===== config.mk =====
export PLATFORM = sky130hd
export DESIGN_NAME = power_save_mode_controller
export DESIGN_NICKNAME = d
export VERILOG_FILES = /design/src/common/power_save_pkg.sv /design/src/power_save_mode_controller.sv
export SDC_FILE = /design/constraint.sdc
export NUM_CORES = 1
export LEC_CHECK = 0
export CAP_MARGIN = 30
export CORE_ASPECT_RATIO = 0.5
export CORE_UTILIZATION = 51
export DETAILED_ROUTE_END_ITERATION = 8
export DONT_BUFFER_PORTS = 1
export GPL_TIMING_DRIVEN = 0
export PLACE_DENSITY = 0.68
export SYNTH_ARGS = -nofsm -noshare
export SYNTH_HDL_FRONTEND = slang
export SYNTH_SLANG_ARGS = --single-unit

===== constraint.sdc =====
create_clock -name clk_i -period 1.8 [get_ports clk_i]
set_input_delay 0 -clock clk_i [delete_from_list [all_inputs] [get_ports clk_i]]
set_output_delay 0 -clock clk_i [all_outputs]
set_load 0.01 [all_outputs]

===== src/common/power_save_pkg.sv =====
// Package for the power-save mode controller: registers, fields, states
package power_save_pkg;
    // Register byte addresses
    localparam logic [7:0] CLOCK_DIV_ADDR  = 8'h00;
    localparam logic [7:0] RESET_CTRL_ADDR = 8'h04;
    localparam logic [7:0] STATUS_ADDR     = 8'h08;
    localparam logic [7:0] CONTROL_ADDR    = 8'h0C;
    localparam logic [7:0] STOP_IDLE_ADDR  = 8'h10;
    // Clock divisor fields
    localparam int RATIO_LSB   = 12;
    localparam int RATIO_W     = 3;
    localparam int REDUCE_EN_B = 11;
    localparam int ROI_B       = 15;
    localparam logic [RATIO_W-1:0] RATIO_ZERO = 3'h0;
    // Reset control fields
    localparam int CORE_REG_B  = 8;
    localparam int FLASH_REG_B = 11;
    // Control register fields
    localparam int WDT_EN_B    = 0;
    localparam int FAIL_SAFE_CLOCK_MONITOR_EN_B   = 1;
    localparam int ONCHIP_B    = 2;
    // Idle resume delay in clock cycles, within the 2 to 4 window
    localparam logic [2:0] IDLE_RESUME_CYC = 3'h3;
    localparam logic [2:0] CNT_ONE         = 3'h1;
    localparam logic [31:0] WORD_ZERO      = 32'h0000_0000;

    typedef enum logic [2:0] {
        ST_RUN, ST_ENTER_SLEEP, ST_SLEEP, ST_ENTER_IDLE, ST_IDLE, ST_RESUME
    } pwr_state_t;

    // Power-save request from the CPU
    typedef struct packed {
        logic req;
        logic idle;
    } save_req_t;

    // Clock and regulator controls to the clock tree
    typedef struct packed {
        logic sys_clk_en;
        logic osc_en;
        logic cpu_clk_en;
        logic low_power_rc_clock_en;
        logic fail_safe_clock_monitor_active;
        logic core_reg_on;
        logic flash_reg_on;
    } clk_ctrl_t;
endpackage : power_save_pkg


===== src/power_save_mode_controller.sv =====
// Power-save mode controller: Sleep, Idle, clock reduction interlocks
// Functional notes
// - Ratio field writes ignored while the reduction enable is set.
// - Recover-on-interrupt plus interrupt clears the reduction enable.
// - Setting reduction enable ignored while ratio is zero.
// - Sleep stops system clock; on-chip oscillator is turned off when the on-chip bit is set.
// - Fail-safe clock monitor inactive during Sleep.
// - Low-power RC clock runs in Sleep when watchdog enabled.
// - Watchdog counter cleared in the first Sleep cycle, when the watchdog is enabled.
// - System-clocked peripherals disabled in Sleep; external ones may run.
// - Sleep exits on enabled interrupt, any reset, or watchdog time-out.
// - CPU resumes on the clock source selected at Sleep entry.
// - Bits 8 and 11 keep core and flash regulators on in Sleep.
// - Idle stops the CPU and clears the watchdog counter.
// - Idle keeps system clock; peripherals run unless stopped.
// - Low-power RC runs in Idle when watchdog or monitor enabled.
// - Idle exits on enabled interrupt, any reset, or watchdog time-out.
// - Idle wake resumes CPU after a fixed delay of 2-4 cycles.
// - Each peripheral has a stop-in-Idle bit halting it in Idle.
// - Interrupt during the power-save instruction is held, then wakes.
`timescale 1ns/10ps
module power_save_mode_controller
    import power_save_pkg::*;
#(
    parameter int N_PERIPH = 8,
    parameter int CLK_SEL_W = 3
) (
    input  wire logic                 clk_i,
    input  wire logic                 rst_i,
    input  wire logic                 ce_i,
    // Wishbone classic slave
    input  wire logic                 wb_cyc_i,
    input  wire logic                 wb_stb_i,
    input  wire logic                 wb_we_i,
    input  wire logic [7:0]           wb_adr_i,
    input  wire logic [3:0]           wb_sel_i,
    input  wire logic [31:0]          wb_dat_i,
    output logic      [31:0]          wb_dat_o,
    output logic                      wb_ack_o,
    // CPU side
    input  wire save_req_t            save_req_i,
    input  wire logic                 irq_pending_i,
    input  wire logic                 wdt_timeout_i,
    input  wire logic [CLK_SEL_W-1:0] clk_sel_i,
    output logic                      wdt_clear_o,
    output logic                      cpu_stall_o,
    output logic                      irq_wake_o,
    output logic [CLK_SEL_W-1:0]      resume_clk_sel_o,
    output logic [RATIO_W-1:0]        cpu_clock_reduce_ratio_o,
    output logic                      cpu_clock_reduce_enable_o,
    output clk_ctrl_t                 clk_ctrl_o,
    output logic [N_PERIPH-1:0]       periph_clk_en_o
);

    pwr_state_t               state_r;
    logic [RATIO_W-1:0]       ratio_r;
    logic                     reduce_en_r;
    logic                     roi_r;
    logic                     core_keep_r;
    logic                     flash_keep_r;
    logic                     wdt_en_r;
    logic                     fail_safe_clock_monitor_en_r;
    logic                     onchip_r;
    logic [N_PERIPH-1:0]      stop_idle_r;
    logic                     held_irq_r;
    logic [2:0]               resume_cnt_r;
    logic [CLK_SEL_W-1:0]     sleep_clk_r;
    logic                     wdt_clear_r;
    logic                     ack_r;
    logic [31:0]              rdata_r;
    logic                     wr_stb;
    logic                     in_sleep;
    logic                     in_idle;
    logic                     wake;

    assign wr_stb   = wb_cyc_i && wb_stb_i && wb_we_i && !ack_r;
    assign in_sleep = (state_r == ST_SLEEP);
    assign in_idle  = (state_r == ST_IDLE);
    assign wake     = irq_pending_i || held_irq_r || wdt_timeout_i;

    // Power-state sequencer
    always_ff @(posedge clk_i) begin
        if (rst_i) begin
            state_r <= ST_RUN;
        end else if (ce_i) begin
            case (state_r)
                ST_RUN: begin
                    if (save_req_i.req) begin
                        state_r <= save_req_i.idle ? ST_ENTER_IDLE
                                                   : ST_ENTER_SLEEP;
                    end
                end
                ST_ENTER_SLEEP: state_r <= ST_SLEEP;
                ST_ENTER_IDLE:  state_r <= ST_IDLE;
                ST_SLEEP: begin
                    if (wake) begin
                        state_r <= ST_RESUME;
                    end
                end
                ST_IDLE: begin
                    if (wake) begin
                        state_r <= ST_RESUME;
                    end
                end
                ST_RESUME: begin
                    if (resume_cnt_r == CNT_ONE) begin
                        state_r <= ST_RUN;
                    end
                end
                default: state_r <= ST_RUN;
            endcase
        end
    end

    // Resume delay counter
    always_ff @(posedge clk_i) begin
        if (rst_i) begin
            resume_cnt_r <= 3'h0;
        end else if (ce_i) begin
            if ((in_sleep || in_idle) && wake) begin
                resume_cnt_r <= IDLE_RESUME_CYC;
            end else if (state_r == ST_RESUME) begin
                resume_cnt_r <= resume_cnt_r - CNT_ONE;
            end
        end
    end

    // Interrupt coincident with entry is held until entry completes
    always_ff @(posedge clk_i) begin
        if (rst_i) begin
            held_irq_r <= 1'b0;
        end else if (ce_i) begin
            if ((state_r == ST_RUN && save_req_i.req && irq_pending_i) ||
                ((state_r == ST_ENTER_SLEEP || state_r == ST_ENTER_IDLE)
                 && irq_pending_i)) begin
                held_irq_r <= 1'b1;
            end else if (in_sleep || in_idle) begin
                held_irq_r <= 1'b0;
            end
        end
    end

    // Watchdog clear pulse on Idle entry, and on Sleep entry when the watchdog is enabled
    always_ff @(posedge clk_i) begin
        if (rst_i) begin
            wdt_clear_r <= 1'b0;
        end else if (ce_i) begin
            wdt_clear_r <= (state_r == ST_ENTER_SLEEP && wdt_en_r)
                        || (state_r == ST_ENTER_IDLE);
        end
    end

    // Clock source remembered at Sleep entry
    always_ff @(posedge clk_i) begin
        if (rst_i) begin
            sleep_clk_r <= '0;
        end else if (ce_i) begin
            if (state_r == ST_RUN) begin
                sleep_clk_r <= clk_sel_i;
            end
        end
    end

    // Clock divisor register with write interlocks
    always_ff @(posedge clk_i) begin
        if (rst_i) begin
            ratio_r     <= RATIO_ZERO;
            reduce_en_r <= 1'b0;
            roi_r       <= 1'b0;
        end else if (ce_i) begin
            if (wr_stb && wb_adr_i == CLOCK_DIV_ADDR && wb_sel_i[1]) begin
                if (!reduce_en_r && wb_sel_i[1]) begin
                    ratio_r <= wb_dat_i[RATIO_LSB +: RATIO_W];
                end
                roi_r <= wb_dat_i[ROI_B];
                if (!wb_dat_i[REDUCE_EN_B]) begin
                    reduce_en_r <= 1'b0;
                end else if (ratio_r != RATIO_ZERO) begin
                    reduce_en_r <= 1'b1;
                end
            end
            if (roi_r && irq_pending_i) begin
                reduce_en_r <= 1'b0;
            end
        end
    end

    // Reset control, control and stop-in-Idle registers
    always_ff @(posedge clk_i) begin
        if (rst_i) begin
            core_keep_r  <= 1'b0;
            flash_keep_r <= 1'b0;
            wdt_en_r     <= 1'b0;
            fail_safe_clock_monitor_en_r    <= 1'b0;
            onchip_r     <= 1'b1;
            stop_idle_r  <= '0;
        end else if (ce_i && wr_stb) begin
            if (wb_adr_i == RESET_CTRL_ADDR && wb_sel_i[1]) begin
                core_keep_r  <= wb_dat_i[CORE_REG_B];
                flash_keep_r <= wb_dat_i[FLASH_REG_B];
            end
            if (wb_adr_i == CONTROL_ADDR && wb_sel_i[0]) begin
                wdt_en_r  <= wb_dat_i[WDT_EN_B];
                fail_safe_clock_monitor_en_r <= wb_dat_i[FAIL_SAFE_CLOCK_MONITOR_EN_B];
                onchip_r  <= wb_dat_i[ONCHIP_B];
            end
            if (wb_adr_i == STOP_IDLE_ADDR) begin
                stop_idle_r <= wb_dat_i[N_PERIPH-1:0];
            end
        end
    end

    // Wishbone ack and read data
    always_ff @(posedge clk_i) begin
        if (rst_i) begin
            ack_r   <= 1'b0;
            rdata_r <= WORD_ZERO;
        end else if (ce_i) begin
            ack_r   <= wb_cyc_i && wb_stb_i && !ack_r;
            rdata_r <= WORD_ZERO;
            case (wb_adr_i)
                CLOCK_DIV_ADDR: begin
                    rdata_r[ROI_B]                  <= roi_r;
                    rdata_r[RATIO_LSB +: RATIO_W]   <= ratio_r;
                    rdata_r[REDUCE_EN_B]            <= reduce_en_r;
                end
                RESET_CTRL_ADDR: begin
                    rdata_r[CORE_REG_B]  <= core_keep_r;
                    rdata_r[FLASH_REG_B] <= flash_keep_r;
                end
                STATUS_ADDR: rdata_r[2:0] <= state_r;
                CONTROL_ADDR: begin
                    rdata_r[WDT_EN_B]  <= wdt_en_r;
                    rdata_r[FAIL_SAFE_CLOCK_MONITOR_EN_B] <= fail_safe_clock_monitor_en_r;
                    rdata_r[ONCHIP_B]  <= onchip_r;
                end
                STOP_IDLE_ADDR: rdata_r[N_PERIPH-1:0] <= stop_idle_r;
                default: rdata_r <= WORD_ZERO;
            endcase
        end
    end

    // Clock tree controls
    always_comb begin
        clk_ctrl_o.sys_clk_en   = !in_sleep;
        clk_ctrl_o.osc_en       = !(in_sleep && onchip_r);
        clk_ctrl_o.cpu_clk_en   = (state_r == ST_RUN);
        clk_ctrl_o.low_power_rc_clock_en      = in_sleep ? wdt_en_r
                                : (wdt_en_r || fail_safe_clock_monitor_en_r);
        clk_ctrl_o.fail_safe_clock_monitor_active  = fail_safe_clock_monitor_en_r && !in_sleep;
        clk_ctrl_o.core_reg_on  = !in_sleep || core_keep_r;
        clk_ctrl_o.flash_reg_on = !in_sleep || flash_keep_r;
    end

    // Per-peripheral clock enables
    for (genvar g = 0; g < N_PERIPH; g++) begin : g_periph
        assign periph_clk_en_o[g] = !in_sleep
                                 && !(in_idle && stop_idle_r[g]);
    end

    assign wb_ack_o                  = ack_r;
    assign wb_dat_o                  = rdata_r;
    assign wdt_clear_o               = wdt_clear_r;
    assign cpu_stall_o               = (state_r != ST_RUN);
    assign irq_wake_o                = (in_sleep || in_idle) && wake;
    assign resume_clk_sel_o          = sleep_clk_r;
    assign cpu_clock_reduce_ratio_o  = ratio_r;
    assign cpu_clock_reduce_enable_o = reduce_en_r;

endmodule : power_save_mode_controller


==> results.toml, run 1 <==
[worst_setup_path]
required_ps = 2020
cpMaxStageDelayCell = "clkbuf_1"
crit_path_start_kind = "flop"
ff2ff_setup_slack_ps = 10
path_cells = "clkbuf_1, nand2b_1, o22ai_1, a31o_1, a221oi_1"
cp_slowest_stage_delay_ps = 400
end_kind = "flop"
cp_data_arrival_time_ps = 2010
worstSetupPathType = "flop to flop"
crit_fanout = 10

[synth]
synth_area_leaders = "dfxtp_1 (41%), mux2i_1 (10%), nor2_1 (7.8%), buf_4 (6.2%), a22oi_1 (3.5%)"
yosys_most_used_dff = "dfxtp_1"
async_flop_share = 0
syn-cell-area_um2 = 2170
synth_cell_types = 48
syn_inst = 250
synth_top_area_cell = "dfxtp_1"
ys_seq_area_frac = 0.406
avgSynthCellArea_um2 = 8.68
yosysMostFrequentCell = "nor2_1"
synth-seq-cells = 44
yosysTopAreaCellShare = 0.406
yosys_warnings = 0
synth_edf_count = 0
ys_top_cells_by_count = "nor2_1 (45), dfxtp_1 (44), mux2i_1 (22)"

[grt]
antenna_found_initial = 0
gr-total-overflow = 0
grt_pass1_wl_mm = 8.05
grt_pass1_vias = 1691
track_usage = 0.248
grt_start_max_net_pins = 14

[sta]
setup_viol = 0
max-slew-margin-rel = 0.616
maxSlewViolCount = 0
fmax_ghz = 0.560
worst_pin_slew_ps = 571
worst_slack_ps = 14.7
fin_worst_skew_ps = 10.4
rsz0062_at_grt = "true"
period_minus_slack_ps = 1790
period_share = 0.992
hold_viol_final = 0

[power]
p_leak_nw = 1.04
cell_internal_pwr_w = 0.00153
max-vdd-ir-drop_v = 0.000433
finalPower_w = 0.00206
p_sw_w = 0.000528
p_clk_frac = 0.367
power_density_nw_per_um2 = 753
seq_power_share = 0.487
comb_power_share = 0.147
p_sw_frac = 0.257

[place]
placed_area_um2 = 2300
post-place-ws_ps = -374
place_congestion = 0.787
port_buffers = 0
hpwl_mm = 3.92

[floorplan]
die_w_um = 94.2
die_y_um = 48.1
placementRows = 16
num_io_pins = 115
dieArea_um2 = 4530
coreArea_um2 = 3980
start_util = 0.545

[run_status]
status = "finished, final reports clean"

[worst_hold_path]
hold_path.class = "input port to flop"

[drt]
first_pass_iters = 4
post_drt_wl_per_cell_um = 15.9
vias = 1936
via_per_inst = 5.45
finalWirelength_mm = 5.66
drt_iter0_markers = 101
ant_nets = 0
drc = 0

[clocking]
ctsHtreeMaxLevel = 2
clockRootBuffer = "clkbuf_8"
clk_latency_ps = 310
cts_tree = "done"
cts_buffer_depth = 2
cts_buffers = 5
clock_sinks = 44
cts.clk_slew.worst_paths_ps = 90

[layout]
diodes = 0
fin_util = 0.687
fin_area_um2 = 2740
drive_gt1_frac = 0.163
syn_to_final_growth_pct = 26.1
layout.nets = 359

[run]
maxCapViolations = 0
## area by class of cell
class                      count  area (um2)
tap                           54        67.6
fill                         337        1250
inverter                       7        26.3
clock buffer                   6        72.6
sequential                    44         881
timing repair buffer          26         260
clock inverter                 2        35.0
buffer                        31         188
multi-input combinational    185        1210
## stage by stage
step / hold WS, ps / cells / TNS (ps)
global placement: 118 / 321 / -2320
CTS: 18.3 / 353 / -6.32
global route: 42.2 / 355 / -241
floorplan: 118 / 267 / 0
detailed placement: 126 / 321 / -2720
finish: 21.7 / 355 / 0
## worst paths after layout
kind         depth (start not counted)         endpoint         from
max reg2reg                          5  resume_cnt_r[2]   state_r[1]
max                                  5  resume_cnt_r[2]   state_r[1]
min reg2reg                          2      wb_dat_o[0]  wb_dat_o[0]
min                                  4      wdt_clear_o         ce_i
## critical path: cells and delay by family (launching register included)
family,cells,cell delay [ps]
and+or+nand+nor,1,290
DFF,1,350
AOI/OAI and AO/OA,3,650
buffers and inverters,1,400
## sequential cells by signal (all words and copies together) (netlist names)
| signal | flops |
|---|---|
| resume_cnt_r | 3 |
| wb_ack_o | 1 |
| core_keep_r | 1 |
| flash_keep_r | 1 |
| cpu_clock_reduce_ratio_o | 3 |
| cpu_clock_reduce_enable_o | 1 |
| resume_clk_sel_o | 3 |
| held_irq_r | 1 |
| state_r | 3 |
| stop_idle_r | 8 |
| wdt_clear_o | 1 |
| fail_safe_clock_monitor_en_r | 1 |
| wdt_en_r | 1 |
| wb_dat_o | 14 |
| onchip_r | 1 |
| roi_r | 1 |
## kinds of logic after synthesis
logic type / after synthesis / synth area share
compound gates: 53 / 0.157
fa+ha+maj: 2 / 0.0115
buf+inv: 38 / 0.0975
flops: 44 / 0.406
mux: 23 / 0.107
other cells: 1 / 0.00173
simple gates: 89 / 0.220
## per-layer routing
metal  vias up  wire length, um  global-route usage
met5         -                0                   0
met1       895             2530               0.303
met3         6              510               0.104
li1        952                -                   -
met4         0               57              0.0892
met2        83             2560               0.406
## layout by cell type, fill, tap and decap left out, types with 10 or more instances in the layout
cell type | Yosys | routed
nor2_1 | 45 | 43
a22oi_1 | 10 | 10
conb_1 | 1 | 18
mux2i_1 | 22 | 22
dfxtp_1 | 44 | 44
dlygate4sd3_1 | 0 | 21
o21ai_1 | 13 | 13
a21oi_1 | 14 | 13
buf_4 | 18 | 22
clkbuf_1 | 11 | 10
## power by group through the flow
stage | logic, W | registers (W) | clock network [W]
6_report | 0.000302 | 0.00100 | 0.000755
5_1_grt | 0.000328 | 0.00100 | 0.000803
4_1_cts | 0.000281 | 0.00100 | 0.000761
3_5_place_dp | 0.000225 | 0.00102 | 0
3_3_place_gp | 0.000221 | 0.00102 | 0
2_1_floorplan | 0.000185 | 0.00102 | 0
## what timing repair did
| item | CTS | global route |
|---|---|---|
| cloned | 0 | 0 |
| setup buffers | 3 | 2 |
| setup endpoints to repair | 29 | 17 |
| pin swaps | 3 | 1 |
| hold buffers | 21 | 0 |
| resized for setup | 10 | 5 |
| hold endpoints to repair | 25 | 0 |
Power figures use the tool's default switching activity.
==> run 2, diff against run 1 <==
==> constraint.sdc (replaced) <==
create_clock -name clk_i -period 1.6 [get_ports clk_i]
set_input_delay 0 -clock clk_i [delete_from_list [all_inputs] [get_ports clk_i]]
set_output_delay 0 -clock clk_i [all_outputs]
set_load 0.01 [all_outputs]
==> run 2 against run 1 <==
Net effect: sequential share of layout area fell by 1.1 points; critical path depth increased by 1; cell area rose by 4.4%; sequential power grew 13%; global-route usage increased by 1.1 points; largest power group unchanged.
==> results.toml, run 2 (synthesis gave the netlist of run 1 again) <==
[drt]
first_pass_iters = 4
drt_iter0_markers = 107
post_drt_wl_per_cell_um = 16.3
ant_nets = 0
drc = 0
vias = 1975
finalWirelength_mm = 5.83
via_per_inst = 5.52

[sta]
fmax_ghz = 0.636
fin_worst_skew_ps = 6.10
max-slew-margin-rel = 0.562
period_share = 0.983
period_minus_slack_ps = 1570
hold_viol_final = 0
maxSlewViolCount = 0
worst_slack_ps = 27.3
rsz0062_at_grt = "true"
worst_pin_slew_ps = 651
setup_viol = 0

[clocking]
cts_tree = "done"
ctsHtreeMaxLevel = 2
clk_latency_ps = 310
clockRootBuffer = "clkbuf_8"
cts.clk_slew.worst_paths_ps = 90
cts_buffer_depth = 2
cts_buffers = 5
clock_sinks = 44

[worst_setup_path]
worstSetupPathType = "flop to flop"
cp_data_arrival_time_ps = 1760
ff2ff_setup_slack_ps = 30
end_kind = "flop"
crit_path_start_kind = "flop"
cp_slowest_stage_delay_ps = 370
reg2reg_depth = 6
timing.rr.start = "wb_ack_o"
reg2reg_to = "stop_idle_r[2]"
crit_fanout = 8
cpMaxStageDelayCell = "dfxtp_4"
path_cells = "nand4b_1, buf_6, nor4_4, buf_12, mux2i_2, nor2_1"
required_ps = 1780

[worst_hold_path]
hp-start = "ce_i"
hold_path.class = "input port to flop"
holdPathEnd = "wdt_clear_o"
whs_path_depth = 4

[place]
place_congestion = 0.831
place_inst = 321
post-place-ws_ps = -335
port_buffers = 0
hpwl_mm = 3.96

[grt]
grt_start_max_net_pins = 15
grt_pass1_vias = 1821
gr-total-overflow = 0
grt_pass1_wl_mm = 8.65
antenna_found_initial = 0
track_usage = 0.259

[floorplan]
start_util = 0.545
num_io_pins = 115
placementRows = 16
die_y_um = 48.1
dieArea_um2 = 4530
die_w_um = 94.2
coreArea_um2 = 3980

[run]
maxCapViolations = 0

[run_status]
status = "finished, final reports clean"

[power]
max-vdd-ir-drop_v = 0.000595
p_leak_nw = 1.08
finalPower_w = 0.00241
power_density_nw_per_um2 = 842

[layout]
layout_common_cells = "nor2_1 (43), dfxtp_1 (42), buf_4 (23)"
drive_gt1_frac = 0.211
syn_to_final_growth_pct = 31.7
diodes = 0
layout.nets = 362
final_common_cell = "nor2_1"
stdcell_count = 358
largest_reg_flops = 14
[run 2: cell count changes in the layout (fill, tap and decap cells not counted), sizes merged]
cell | previous run | this run
buf | 25 | 27
clkbuf | 17 | 18
[run 2: how the worst max path moves through the flow]
| stage | from | end | slack, ps | cells past startpoint |
|---|---|---|---|---|
| 6_report | wb_ack_o | stop_idle_r[2] | 30 | 6 |
| 5_1_grt | wb_ack_o | stop_idle_r[4] | -40 | 6 |
| 4_1_cts | state_r[1] | irq_wake_o | -3 | 4 |
| 3_5_place_dp | state_r[0] | resume_clk_sel_o[0] | -340 | 6 |
| 3_3_place_gp | state_r[0] | resume_clk_sel_o[2] | -310 | 6 |
| 2_1_floorplan | state_r[0] | resume_clk_sel_o[0] | -40 | 6 |
[run 2: final cells by class]
type / instances / area [um2]
Buffer: 31 / 200
Sequential cell: 44 / 888
Clock inverter: 2 / 38.8
Fill cell: 300 / 1130
Timing Repair Buffer: 29 / 284
Inverter: 7 / 26.3
Multi-Input combinational cell: 185 / 1270
Clock buffer: 6 / 82.6
Tap cell: 54 / 67.6
[run 2: what timing repair did]
action                                  in CTS  in global routing
resized for setup                           23                 11
endpoints found under the hold margin       25                  0
pin swaps                                    6                  7
buffers inserted                             3                  5
hold buffers                                21                  0
endpoints found under the setup margin      37                 28
[run 2: routing by layer]
layer,global-route usage,vias to the layer above,part of all wire
met5,0,-,0
met4,0.0708,0,0.011
met3,0.0919,9,0.11
met2,0.468,92,0.47
met1,0.305,923,0.40
li1,-,951,-
[run 2: worst max-delay path, delay by kind of cell, from the launching register on]
kind,cells,cell delay [ps]
buffers and inverters,2,350
multiplexers,1,210
flip-flops,1,370
AND/OR/NAND/NOR,3,520
[run 2: power by group]
part	total [W]	internal (W)	switching, W
registers	0.00113	0.00111	0.0000173
clock network	0.000912	0.000511	0.000401
logic	0.000367	0.000164	0.000203
total	0.00241	0.00178	0.000621
[run 2: metrics by stage]
step	utilization	instance area [um2]	TNS, ps	hold slack, ps
global route	0.717	2860	-292	51.6
detailed placement	0.580	2310	-5100	123
finish	0.717	2860	0	12.0
global placement	0.580	2310	-4890	118
CTS	0.698	2780	-4.85	14.2
floorplan	-	2240	-359	118
==> run 3, diff against run 2 <==
--- a/config.mk
+++ b/config.mk
@@ -12,6 +12,7 @@
 export DONT_BUFFER_PORTS = 1
 export GPL_TIMING_DRIVEN = 0
 export PLACE_DENSITY = 0.68
+export SKIP_CTS_REPAIR_TIMING = 1
 export SYNTH_ARGS = -nofsm -noshare
 export SYNTH_HDL_FRONTEND = slang
 export SYNTH_SLANG_ARGS = --single-unit
==> constraint.sdc (replaced) <==
create_clock -name clk_i -period 1.6 [get_ports clk_i]
set_input_delay 0.48 -clock clk_i [delete_from_list [all_inputs] [get_ports clk_i]]
set_output_delay 0.48 -clock clk_i [all_outputs]
set_load 0.01 [all_outputs]
==> run 3 against run 2 <==
Net effect: the flow now finishes with violations (setup timing); critical path depth is 1 lower; utilization is 4.6 points lower; via count is 3.5% lower; worst setup slack worse by 310 ps; cell area is 6.4% lower; global-route usage is 3.2 points lower; sequential share of layout area is 2.2 points higher; clock skew is 9.3 ps higher; critical endpoint is now periph_clk_en_o[2]; largest cell class unchanged; highest routed layer unchanged.
==> results.toml, run 3 (synthesis gave the netlist of run 1 again) <==
[sta]
worst_slack_ps = -282
hold_viol_final = 0
max-slew-margin-rel = 0.595
period_share = 1.18
fmax_ghz = 0.531
period_minus_slack_ps = 1880
setup_viol = 35
rsz0062_at_grt = "true"
fin_worst_skew_ps = 15.4
maxSlewViolCount = 0
worst_pin_slew_ps = 607

[layout]
layout_common_cells = "nor2_1 (44), dfxtp_1 (40), buf_4 (28)"
fin_area_um2 = 2670
diodes = 0
drive_gt1_frac = 0.252
regArea_um2 = 891
fillers = 327
final_common_cell = "nor2_1"
largest_reg_flops = 14
syn_to_final_growth_pct = 23.2
layout.nets = 344
multi_input_area_um2 = 1290

[worst_setup_path]
end_kind = "output port"
critical_path.top_delay_family = "flip-flops"
cp_slowest_stage_delay_ps = 350
required_ps = 1120
cp_data_arrival_time_ps = 1400
crit_fanout = 10
path_cells = "buf_6, nand2b_4, a21oi_4, buf_4, o21ai_1"
cpMaxStageDelayCell = "dfxtp_2"
worstSetupPathType = "flop to output port"
crit_buf_inv = 2
crit_path_start_kind = "flop"

[drt]
post_drt_wl_per_cell_um = 17.0
finalWirelength_mm = 5.78
drc = 0
ant_nets = 0
vias = 1905
via_per_inst = 5.60
first_pass_iters = 4
drt_iter0_markers = 165

[grt]
grt_pass1_vias = 1476
grt_start_max_net_pins = 14
gr-total-overflow = 0
track_usage = 0.227
met2_usage = 0.358
grt_use_met1 = 0.307
top_usage_layer = "met2"
use_met3 = 0.0732
grt_pass1_wl_mm = 7.56
antenna_found_initial = 0

[floorplan]
coreArea_um2 = 3980
start_util = 0.545
die_w_um = 94.2
die_y_um = 48.1
dieArea_um2 = 4530
placementRows = 16
num_io_pins = 115

[place]
place_congestion = 0.815
port_buffers = 0
placed_area_um2 = 2400
hpwl_mm = 3.99

[clocking]
ctsHtreeMaxLevel = 2
clk_latency_ps = 290
cts_buffers = 5
clockRootBuffer = "clkbuf_8"
cts_tree = "done"
cts.clk_slew.worst_paths_ps = 80
clock_sinks = 44
cts_buffer_depth = 2

[power]
p_leak_nw = 1.02
p_sw_frac = 0.266
p_clk_frac = 0.334
p_sw_w = 0.000578
power_density_nw_per_um2 = 815
cell_internal_pwr_w = 0.00160
max-vdd-ir-drop_v = 0.000365
comb_power_share = 0.149
seq_power_share = 0.518
finalPower_w = 0.00218

[run_status]
violations = "setup timing"
status = "finished with violations"

[run]
maxCapViolations = 0

[worst_hold_path]
hold_path.class = "input port to flop"
run 3: cell types whose count changed in the layout (fill, tap and decap cells not counted), moves of 2 or more:
cell,delta
dlygate4sd3_1,-21
buf_6,+2
nor3_2,+3
buf_4,+5
dfxtp_1,-2
nor3_1,-2
or4b_4,+3
dfxtp_2,+2
run 3: layer usage:
metal  routed length, um  part of all wire
met1                2540              0.44
met2                2590              0.45
met3                 632              0.11
met4                  19            0.0033
met5                   0                 0
run 3: layout make-up:
cell class / count / share of cell area
clock inverter: 1 / 0.00281
inverter: 7 / 0.0108
timing repair buffer: 12 / 0.0398
multi-input combinational: 186 / 0.482
sequential: 44 / 0.333
tap: 54 / 0.0253
buffer: 29 / 0.0735
clock buffer: 7 / 0.0323
run 3: worst paths after layout:
check / startpoint / slack (ps) / end / cells after the start
worst min-delay path: wb_dat_i[2] / 310 / onchip_r / 1
worst max-delay path: state_r[1] / -280 / periph_clk_en_o[2] / 5
worst min register to register: wb_dat_o[0] / 510 / wb_dat_o[0] / 2
worst max register to register: state_r[0] / -120 / resume_clk_sel_o[2] / 6
run 3: power by group through the flow:
stage / Sequential (W) / Combinational [W] / Clock, W
final: 0.00113 / 0.000323 / 0.000727
after global routing: 0.00113 / 0.000353 / 0.000800
after CTS: 0.00113 / 0.000275 / 0.000747
after detailed placement: 0.00115 / 0.000274 / 0
after global placement: 0.00115 / 0.000269 / 0
after floorplan: 0.00115 / 0.000230 / 0
run 3: through the flow:
| stage | hold WS, ps | cells | utilization | TNS [ps] | setup slack (ps) |
|---|---|---|---|---|---|
| global route | 299 | 340 | 0.671 | -6590 | -343 |
| global placement | 485 | 321 | 0.602 | -14300 | -573 |
| floorplan | 467 | 267 | - | -7700 | -395 |
| CTS | 303 | 329 | 0.626 | -12720 | -503 |
| detailed placement | 491 | 321 | 0.602 | -15400 | -603 |
| finish | 313 | 340 | 0.671 | -4350 | -282 |
